[config.mk]
export PLATFORM = sky130hd
export DESIGN_NAME = flash_protect_and_ext_address
export DESIGN_NICKNAME = d
export VERILOG_FILES = /design/src/verilog/flash_protect_pkg.sv /design/src/verilog/flash_protect_and_ext_address.sv /design/src/verilog/lock_bank.sv
export VERILOG_INCLUDE_DIRS = /design/src /design/src/verilog
export SDC_FILE = /design/constraint.sdc
export NUM_CORES = 2
export LEC_CHECK = 0
export BUFFER_PORTS_ARGS = -buffer_cell sky130_fd_sc_hd__clkbuf_2
export CAP_MARGIN = 20
export CORE_MARGIN = 2
export CORE_UTILIZATION = 55
export CTS_CLUSTER_SIZE = 16
export DETAILED_ROUTE_END_ITERATION = 16
export PLACE_DENSITY_LB_ADDON = 0.2
export SLEW_MARGIN = 25
export SYNTH_ARGS = -nofsm -noshare
export SYNTH_HDL_FRONTEND = slang
export SYNTH_SLANG_ARGS = --single-unit
[constraint.sdc]
create_clock -name core_clk -period 3.15 [get_ports core_clk]
set_input_delay 0 -clock core_clk [delete_from_list [all_inputs] [get_ports core_clk]]
set_output_delay 0 -clock core_clk [all_outputs]
set_load 0.05 [all_outputs]
[src/verilog/flash_protect_params.svh]
`ifndef FLASH_PROTECT_PARAMS_SVH
`define FLASH_PROTECT_PARAMS_SVH

// ----------------------------------------------------------------
// Array geometry
// ----------------------------------------------------------------
`define FP_NUM_BLOCKS     10'd512
`define FP_BLOCK_W        9
`define FP_ADDR_W         25
`define FP_BLOCK_LSB      16
`define FP_BLOCK_MSB      24

// ----------------------------------------------------------------
// Serial framing counts
// ----------------------------------------------------------------
`define FP_BITS_OPCODE    6'd8
`define FP_BITS_3B        6'd32
`define FP_BITS_4B        6'd40
`define FP_BITS_MAX       6'd63

// ----------------------------------------------------------------
// Reset values
// ----------------------------------------------------------------
`define FP_EXT_RESET      8'h00
`define FP_LOCK_RESET     1'b1
`define FP_PINS_RESET     3'h2

// ----------------------------------------------------------------
// Instruction codes
// ----------------------------------------------------------------
`define FP_OPC_READ       8'h03
`define FP_OPC_READ4      8'h13
`define FP_OPC_FREAD      8'h0b
`define FP_OPC_FREAD4     8'h0c
`define FP_OPC_PROG       8'h02
`define FP_OPC_PROG4      8'h12
`define FP_OPC_SE         8'h20
`define FP_OPC_SE4        8'h21
`define FP_OPC_BE32       8'h52
`define FP_OPC_BE64       8'hd8
`define FP_OPC_BE64_4     8'hdc
`define FP_OPC_CE_A       8'hc7
`define FP_OPC_CE_B       8'h60
`define FP_OPC_ENTER4     8'hb7

`endif

[src/verilog/flash_protect_pkg.sv]
package flash_protect_pkg;

  typedef logic [8:0] block_idx_type;

  typedef enum logic [1:0] {
    op_none,
    op_read,
    op_write,
    op_chip
  } op_class_type;

endpackage

[src/verilog/flash_protect_and_ext_address.sv]
`timescale 1ns/1ps
`include "flash_protect_params.svh"

// Function
// - An erase or program whose target touches a protected part is dropped and the array is left untouched.
// - With complement set and a nonzero code, everything except the matching top (or bottom, by top/bottom) fraction is protected.
// - With complement set, code zero protects all and codes with bit 3 plus bit 2 or bit 1 protect nothing.
// - Lock bits decide acceptance only while the scheme selector is one and are ignored otherwise.
// - After power-up every lock bit is one, so the whole array is locked.
// - A volatile extended-address byte supplies address bit 24 from its bit 0 and is used only in 3-byte mode.
// - In 3-byte mode extended bit 24 picks the lower or upper 128Mb half.
// - After the power-up mode bit is one or enter-4-byte is received, four address bytes are taken and the byte is ignored.
// - Any instruction with a 4-byte address overwrites the extended byte with its top address byte.
// - The extended byte clears to zero at power-up and after software or hardware reset.
// - Scheme zero derives protection from complement, top/bottom and code; scheme one uses the locks.
// - Every lock bit is set to one again after any reset.
// - The power-up mode bit chooses 3-byte or 4-byte mode at power-on or reset.
module flash_protect_and_ext_address (
  input  wire logic                          core_clk,
  input  wire logic                          reset,
  input  wire logic                          spi_sclk,
  input  wire logic                          spi_cs_n,
  input  wire logic                          spi_di,
  input  wire logic                          hw_reset_pin_n,
  input  wire logic                          soft_reset_req,
  input  wire logic                          protect_scheme_select,
  input  wire logic                          protect_complement,
  input  wire logic                          top_bottom_select,
  input  wire logic                          block_protect_bit3,
  input  wire logic                          block_protect_bit2,
  input  wire logic                          block_protect_bit1,
  input  wire logic                          block_protect_bit0,
  input  wire logic                          power_up_addr_mode,
  input  wire logic                          ext_addr_wr_en,
  input  wire logic [7:0]                    ext_addr_wr_data,
  input  wire logic                          lock_wr_en,
  input  wire flash_protect_pkg::block_idx_type lock_wr_block,
  input  wire logic                          lock_wr_value,
  input  wire logic                          lock_all_en,
  input  wire logic                          lock_all_value,
  output logic                               current_addr_mode,
  output logic [7:0]                         ext_addr_byte,
  output logic                               addr_valid,
  output logic [24:0]                        target_addr,
  output logic [7:0]                         target_opcode,
  output logic                               op_accept,
  output logic                               op_refuse
);
  import flash_protect_pkg::*;

  logic [2:0]    pin_meta_reg;
  logic [2:0]    pin_sync_reg;
  logic          hw_meta_reg;
  logic          hw_sync_reg;
  logic          sclk_prev_reg;
  logic          cs_prev_reg;
  logic          sclk_s;
  logic          cs_s;
  logic          di_s;
  logic          sclk_rise;
  logic          cs_rise;
  logic          init;
  logic [5:0]    bit_cnt_reg;
  logic [5:0]    bit_cnt_next;
  logic [2:0]    bit_phase_reg;
  logic [31:0]   shift_reg;
  logic [31:0]   shift_next;
  logic [7:0]    opcode_reg;
  logic          four_byte_reg;
  logic          addr_have_reg;
  logic          addr_done;
  op_class_type  op_class;
  logic          decide;
  logic          enter4_done;
  logic [3:0]    bp_code;
  logic [9:0]    region_blocks;
  logic [9:0]    blk_wide;
  logic          in_region;
  logic          sch0_blk_prot;
  logic          sch0_any_prot;
  logic          lock_bit;
  logic          lock_any;
  logic          target_prot;
  block_idx_type tgt_block;

  // ----------------------------------------------------------------
  // Pin synchronisers and edge detection
  // ----------------------------------------------------------------
  always_ff @(posedge core_clk) begin
    if (reset) begin
      pin_meta_reg <= `FP_PINS_RESET;
      pin_sync_reg <= `FP_PINS_RESET;
      hw_meta_reg  <= 1'b1;
      hw_sync_reg  <= 1'b1;
    end else begin
      pin_meta_reg <= {spi_di, spi_cs_n, spi_sclk};
      pin_sync_reg <= pin_meta_reg;
      hw_meta_reg  <= hw_reset_pin_n;
      hw_sync_reg  <= hw_meta_reg;
    end
  end

  always_ff @(posedge core_clk) begin
    if (reset) begin
      sclk_prev_reg <= 1'b0;
      cs_prev_reg   <= 1'b1;
    end else begin
      sclk_prev_reg <= sclk_s;
      cs_prev_reg   <= cs_s;
    end
  end

  assign sclk_s    = pin_sync_reg[0];
  assign cs_s      = pin_sync_reg[1];
  assign di_s      = pin_sync_reg[2];
  assign sclk_rise = sclk_s & ~sclk_prev_reg;
  assign cs_rise   = cs_s & ~cs_prev_reg;
  // Hardware reset holds the state cleared for as long as the pin is low
  assign init      = reset | soft_reset_req | ~hw_sync_reg;

  // ----------------------------------------------------------------
  // Instruction classification
  // ----------------------------------------------------------------
  function automatic logic is_4b_opcode(input logic [7:0] opc);
    is_4b_opcode = (opc == `FP_OPC_READ4) || (opc == `FP_OPC_FREAD4) || (opc == `FP_OPC_PROG4) ||
                   (opc == `FP_OPC_SE4) || (opc == `FP_OPC_BE64_4);
  endfunction

  always_comb begin
    unique case (opcode_reg)
      `FP_OPC_READ, `FP_OPC_READ4, `FP_OPC_FREAD, `FP_OPC_FREAD4: op_class = op_read;
      `FP_OPC_PROG, `FP_OPC_PROG4, `FP_OPC_SE, `FP_OPC_SE4,
      `FP_OPC_BE32, `FP_OPC_BE64, `FP_OPC_BE64_4:                 op_class = op_write;
      `FP_OPC_CE_A, `FP_OPC_CE_B:                                 op_class = op_chip;
      default:                                                    op_class = op_none;
    endcase
  end

  // ----------------------------------------------------------------
  // Serial shifter
  // ----------------------------------------------------------------
  assign shift_next   = {shift_reg[30:0], di_s};
  assign bit_cnt_next = (bit_cnt_reg == `FP_BITS_MAX) ? bit_cnt_reg : bit_cnt_reg + 6'd1;

  always_ff @(posedge core_clk) begin
    if (init || cs_s) begin
      bit_cnt_reg   <= 6'd0;
      bit_phase_reg <= 3'd0;
      shift_reg     <= 32'h0000_0000;
      opcode_reg    <= 8'h00;
      four_byte_reg <= 1'b0;
    end else if (sclk_rise) begin
      bit_cnt_reg   <= bit_cnt_next;
      bit_phase_reg <= bit_phase_reg + 3'd1;
      shift_reg     <= shift_next;
      if (bit_cnt_next == `FP_BITS_OPCODE) begin
        opcode_reg    <= shift_next[7:0];
        four_byte_reg <= is_4b_opcode(shift_next[7:0]) | current_addr_mode;
      end
    end
  end

  assign addr_done = sclk_rise && !cs_s && (op_class != op_none) && (op_class != op_chip) &&
                     (bit_cnt_reg >= `FP_BITS_OPCODE) &&
                     (four_byte_reg ? (bit_cnt_next == `FP_BITS_4B) : (bit_cnt_next == `FP_BITS_3B));

  always_ff @(posedge core_clk) begin
    if (init || cs_s) begin
      addr_have_reg <= 1'b0;
    end else if (addr_done) begin
      addr_have_reg <= 1'b1;
    end
  end

  // ----------------------------------------------------------------
  // Address mode and extended address byte
  // ----------------------------------------------------------------
  assign enter4_done = cs_rise && (bit_cnt_reg == `FP_BITS_OPCODE) && (opcode_reg == `FP_OPC_ENTER4);

  always_ff @(posedge core_clk) begin
    if (init) begin
      current_addr_mode <= power_up_addr_mode;
    end else if (enter4_done) begin
      current_addr_mode <= 1'b1;
    end
  end

  always_ff @(posedge core_clk) begin
    if (init) begin
      ext_addr_byte <= `FP_EXT_RESET;
    end else if (addr_done && four_byte_reg) begin
      ext_addr_byte <= shift_next[31:24];
    end else if (ext_addr_wr_en) begin
      ext_addr_byte <= ext_addr_wr_data;
    end
  end

  always_ff @(posedge core_clk) begin
    if (init) begin
      target_addr   <= 25'h000_0000;
      target_opcode <= 8'h00;
      addr_valid    <= 1'b0;
    end else begin
      addr_valid <= addr_done;
      if (addr_done) begin
        target_opcode <= opcode_reg;
        if (four_byte_reg) begin
          target_addr <= shift_next[24:0];
        end else begin
          target_addr <= {ext_addr_byte[0], shift_next[23:0]};
        end
      end else if (cs_rise && op_class == op_chip) begin
        target_opcode <= opcode_reg;
      end
    end
  end

  // ----------------------------------------------------------------
  // Protection decode
  // ----------------------------------------------------------------
  assign bp_code   = {block_protect_bit3, block_protect_bit2, block_protect_bit1, block_protect_bit0};
  assign tgt_block = target_addr[`FP_BLOCK_MSB:`FP_BLOCK_LSB];
  assign blk_wide  = {1'b0, tgt_block};

  // Codes above nine all cover the full die, so one region size serves both tables
  always_comb begin
    if (bp_code == 4'h0) begin
      region_blocks = 10'd0;
    end else if (bp_code <= 4'h9) begin
      region_blocks = 10'd1 << (bp_code - 4'h1);
    end else begin
      region_blocks = `FP_NUM_BLOCKS;
    end
  end

  assign in_region     = top_bottom_select ? (blk_wide < region_blocks) :
                                             (blk_wide >= (`FP_NUM_BLOCKS - region_blocks));
  assign sch0_blk_prot = protect_complement ^ in_region;
  assign sch0_any_prot = protect_complement ? (region_blocks != `FP_NUM_BLOCKS) : (region_blocks != 10'd0);

  lock_bank u_lock_bank (
    .core_clk   (core_clk),
    .init       (init),
    .wr_en      (lock_wr_en),
    .wr_block   (lock_wr_block),
    .wr_value   (lock_wr_value),
    .all_en     (lock_all_en),
    .all_value  (lock_all_value),
    .rd_block   (tgt_block),
    .rd_value   (lock_bit),
    .any_locked (lock_any)
  );

  always_comb begin
    if (op_class == op_chip) begin
      target_prot = protect_scheme_select ? lock_any : sch0_any_prot;
    end else begin
      target_prot = protect_scheme_select ? lock_bit : sch0_blk_prot;
    end
  end

  // Write-type frames not ending on a byte boundary are dropped without any answer
  assign decide = cs_rise && (bit_phase_reg == 3'd0) &&
                  (((op_class == op_write) && addr_have_reg) ||
                   ((op_class == op_chip) && (bit_cnt_reg == `FP_BITS_OPCODE)));

  always_ff @(posedge core_clk) begin
    if (init) begin
      op_accept <= 1'b0;
      op_refuse <= 1'b0;
    end else begin
      op_accept <= decide && !target_prot;
      op_refuse <= decide && target_prot;
    end
  end

  // ----------------------------------------------------------------
  // Assertions
  // ----------------------------------------------------------------
  refuse_on_prot_a: assert property (@(posedge core_clk) disable iff (init)
    decide |=> (op_refuse == $past(target_prot)) && (op_accept != op_refuse))
    else $error("protected write not refused");

  compl_top_keep_a: assert property (@(posedge core_clk) disable iff (init)
    (decide && !protect_scheme_select && protect_complement && !top_bottom_select &&
     bp_code == 4'h1 && op_class == op_write && tgt_block == 9'd511) ##1 !init |-> op_accept)
    else $error("top block not free under complement");

  compl_code_zero_a: assert property (@(posedge core_clk) disable iff (init)
    (decide && !protect_scheme_select && protect_complement && bp_code == 4'h0) |=> op_refuse)
    else $error("complement code zero must protect all");

  lock_ignored_a: assert property (@(posedge core_clk) disable iff (init)
    (decide && !protect_scheme_select && !protect_complement && bp_code == 4'h0) |=> op_accept)
    else $error("locks used under scheme zero");

  lock_reset_a: assert property (@(posedge core_clk)
    init ##1 !init && !lock_all_en && !lock_wr_en |-> lock_any && lock_bit)
    else $error("locks not set after reset");

  upper_half_a: assert property (@(posedge core_clk) disable iff (init)
    (addr_done && !four_byte_reg) |=> addr_valid && (target_addr[24] == $past(ext_addr_byte[0])))
    else $error("3-byte address ignores extended bit");

  enter_four_a: assert property (@(posedge core_clk) disable iff (init)
    enter4_done |=> current_addr_mode [*3])
    else $error("enter 4-byte mode not held");

  ext_capture_a: assert property (@(posedge core_clk) disable iff (init)
    (addr_done && four_byte_reg) |=> (ext_addr_byte == $past(shift_next[31:24])))
    else $error("extended byte not replaced");

  ext_clear_a: assert property (@(posedge core_clk)
    init |=> (ext_addr_byte == `FP_EXT_RESET))
    else $error("extended byte not cleared");

  lock_scheme_a: assert property (@(posedge core_clk) disable iff (init)
    (decide && protect_scheme_select && op_class == op_write && !lock_bit) |=> op_accept)
    else $error("unlocked block refused");

  mode_init_a: assert property (@(posedge core_clk)
    init |=> (current_addr_mode == $past(power_up_addr_mode)))
    else $error("power-up mode not taken");

  accepted_write_c: cover property (@(posedge core_clk) disable iff (init) op_accept);
  refused_write_c:  cover property (@(posedge core_clk) disable iff (init) op_refuse);
  four_byte_c:      cover property (@(posedge core_clk) disable iff (init) addr_done && four_byte_reg);
  enter_mode_c:     cover property (@(posedge core_clk) disable iff (init) enter4_done);

endmodule

[src/verilog/lock_bank.sv]
`timescale 1ns/1ps
`include "flash_protect_params.svh"

module lock_bank (
  input  wire logic                          core_clk,
  input  wire logic                          init,
  input  wire logic                          wr_en,
  input  wire flash_protect_pkg::block_idx_type wr_block,
  input  wire logic                          wr_value,
  input  wire logic                          all_en,
  input  wire logic                          all_value,
  input  wire flash_protect_pkg::block_idx_type rd_block,
  output logic                               rd_value,
  output logic                               any_locked
);
  import flash_protect_pkg::*;

  logic [511:0] lock_bits_reg;

  // ----------------------------------------------------------------
  // Lock storage
  // ----------------------------------------------------------------
  always_ff @(posedge core_clk) begin
    if (init) begin
      lock_bits_reg <= {512{`FP_LOCK_RESET}};
    end else if (all_en) begin
      lock_bits_reg <= {512{all_value}};
    end else if (wr_en) begin
      lock_bits_reg[wr_block] <= wr_value;
    end
  end

  assign rd_value   = lock_bits_reg[rd_block];
  assign any_locked = |lock_bits_reg;

endmodule
==> results.md <==
* Fin nets at 3718
* Worst Setup SP: target_addr[16]
* Placed insts at 4325
* Row count at 88
* Final worst path period share at between 90% and 100%
* Worst Hold Class: in2reg
* Simple logic cell fraction of the synthesized area at 14.26%
* Critical path type: reg2reg
* Post-synthesis xor/xnor area fraction at 0.1919%
* Slew Viols, Final at 0
* Top FF cell, synth: dfxtp_1
* Post-synth ARST share at 0%
* Starting Density at between 50% and 60%
* Max stage delay cell, worst path: dfxtp_4
* Clk root buf: clkbuf_16
* Wire length per cell at 26.08 µm
* Routability Congestion at just over 1
* Crit path max fanout at 28
* Vias/cell at 6.831
* Max Clock Freq at 323.6 MHz
* Max IR drop VDD at 0.6601 mV
* P_leak at 14.66 nW
* Share of the synthesized area in the top cell type at about two fifths
* DR pass1 iterations at 6
* CTS Buf Count at 68
* DP HPWL at 71370 µm
* CTS H-tree lvls at 3
* Post-synth EDFFs at 1
* Initial drt markers at 4403
* Die extent in y at 245.0 µm
* Clk_lat worst skew at 0.62 ns
* Mux share of post-synthesis cell area at 22.38%
* Vias in the first global route at 28920
* Die width at 245.0 µm
* Mapped cell area at ~32000 µm²
* DR DRC count at 0
* Largest area contributor in the synthesized netlist: dfxtp_1
* Remaining Overflow, GRT at 0
* First-pass GRT wire length at between 150000 and 200000 µm
* Main combinational cell family by area after synthesis: multiplexers
* CP most frequent cell: buf_4
* Buf+Inv Stages, Crit Path at 3
* CTS clock-pin slew for the worst setup and hold paths at approximately 0.06 ns
* Post-Layout Cell Count at 4476
* Die Area at 60030 µm²
* Fin crit period at 3.090 ns
* Synth top area cells: dfxtp_1, mux2i_1, mux4_2
* Worst-Margin Slew at 1.220 ns
* HP Start: lock_wr_block[1]
* Final wirelength at 116700 µm
* Worst Setup Start Kind: register
* Cells after Synth at 3678
* Worst r2r src: target_addr[16]
* Register area share after synthesis at 38.69%
* Adder-cell share of the synthesized area at 0.8615%
* Synth top cells by count: dfxtp_1, nand2_1, a21oi_1, mux2i_1, o21ai_0
* Max_slew headroom at roughly a fifth
* Final setup viols at 0
* YS warnings at 0
* CP Capture Type: register
* End of the worst register-to-register path: op_accept
* Worst r2r path cells at 12
* Area delta synth->final at 12.71%
* Antenna viol nets, final at 0
* Hold_ws at ~0.061 ns
* Synth Area in Compound Gates at 19.02%
* Critical path depth at 12
* Reg2reg setup slack at 0.06 ns
* Pin count of the biggest net entering global routing at 230
* Via count at 30580
* Number of top-level design ports at 82
* Pwr/cell area at roughly 500 nW/µm²
* Crit-path cells: buf_12 -> buf_4 -> nand2_1 -> buf_4 -> o22ai_1 -> o31ai_1 -> a221oi_1 -> nor2_1 -> nand4b_1 -> a41oi_1 -> a21oi_1 -> nor2b_1
* RSZ-0062 raised after global routing: false
* Setup Skew at 0.02333 ns
* Total track usage at 37.95%
* CP endpoint: op_accept
* Initial antenna violation count at 4
* Layout cells sized above 1 at 14.10%
* Max reg flops at just over 500
* Max Buffers Root-to-Sink at 3
* Clock Sinks at 617
* Fill cells at around 4800
* Crit path required time at 3.65 ns
* Count leader, synth: dfxtp_1
* Synth Register Bits at 617
* Run status: complete, no violations
* IO Port Bufs at 81
* Core ar. at between 50000 and 60000 µm²
* Post-Synthesis Mean Instance Area at 8.687 µm²
* CTS tree: built
* Worst stage delay on the critical path at approximately 0.39 ns
* CP top delay family: simple AND/OR/NAND/NOR gates
* Net Count, Synth at roughly 3700
* Max-cap violation count at 0
* Worst EP arrival at 3.59 ns
* Unique masters post-synth at 61
* Hold Fails Final Rpt at 0
where the power goes:
part | internal, mW | switching [mW]
registers | 8.13 | 0.323
clock network | 4.64 | 3.33
logic | 0.521 | 0.886
cells in the final DEF (no fill, tap or decap), types with 10 or more instances in the layout:
master	Yosys	routed
buf_12	0	25
nand2_1	573	571
clkinv_2	0	13
nand4_1	35	35
buf_4	6	138
nand3_1	18	18
nor4_1	136	135
a21o_1	133	133
dlygate4sd3_1	0	29
a22oi_1	14	14
mux4_2	122	122
a31oi_1	21	21
clkbuf_8	0	11
ha_1	22	22
nor2_1	109	109
and2_1	18	17
o21ai_0	392	392
mux2_2	23	23
clkbuf_2	1	79
a21oi_1	470	469
nand2b_1	16	15
nor2b_1	19	17
a211oi_1	16	16
inv_1	10	10
mux2i_1	414	414
nor3_1	32	28
clkbuf_1	297	17
dfxtp_1	616	613
clkbuf_16	0	73
final cells by class:
class,instances,area [µm²],area share [%]
tap,765,957.2,2.658
clock buffer,101,2042,5.670
antenna,3,7.507,0.02085
multi-input combinational,2689,18190,50.52
sequential,617,12370,34.36
inverter,10,37.54,0.1042
clock inverter,18,148.9,0.4135
timing repair buffer,273,2252,6.254
how the worst min path moves through the flow:
stage	cells past startpoint	slack, ns	end
CTS	5	0.04	u_lock_bank.lock_bits_reg[72]
global route	5	0.08	u_lock_bank.lock_bits_reg[72]
floorplan	1	0.10	hw_meta_reg
finish	5	0.06	u_lock_bank.lock_bits_reg[72]
detailed placement	2	0.21	hw_meta_reg
global placement	2	0.21	pin_meta_reg[2]
per-stage QoR:
stage	power [mW]	setup slack (ns)	util, %	area, µm²	TNS, ns
after CTS	17.81	0.1120	62.52	36000	0
after global routing	18.30	0.04885	62.53	36010	0
after floorplan	9.428	0.08893	-	31950	0
after detailed placement	9.929	0.04076	58.20	33510	0
final	17.84	0.06003	62.53	36010	0
after global placement	9.865	-0.01498	58.20	33510	-0.01498
what timing repair did:
| action | 4_1_cts | 5_1_grt |
|---|---|---|
| setup endpoints to repair | 1 | 2 |
| resized for setup | 1 | 1 |
| setup buffers | 0 | 0 |
| hold buffers | 29 | 0 |
| endpoints found under the hold margin | 116 | 0 |
| gates cloned | 0 | 0 |
worst register-to-register path, delay by kind of cell, from the launching register on:
family	cells	cell delay (ns)
and+or+nand+nor	4	0.99
DFF	1	0.39
AOI/OAI and AO/OA	5	0.95
buffers and inverters	3	0.65
layer usage:
metal | share of wire (%) | track usage (%)
met3 | 12 | 9.545
met1 | 39 | 50.06
met4 | 6.5 | 22.06
met5 | 0.012 | 0
met2 | 43 | 56.37
kinds of logic after synthesis:
| kind of cell | after synthesis |
|---|---|
| buffers and inverters | 372 |
| XOR/XNOR | 7 |
| multiplexers | 559 |
| AND/OR/NAND/NOR | 1001 |
| flip-flops | 617 |
| AO/OA/AOI/OAI | 1100 |
| adder cells (fa/ha/maj) | 22 |
No activity file was read; power rests on OpenSTA's default activity.
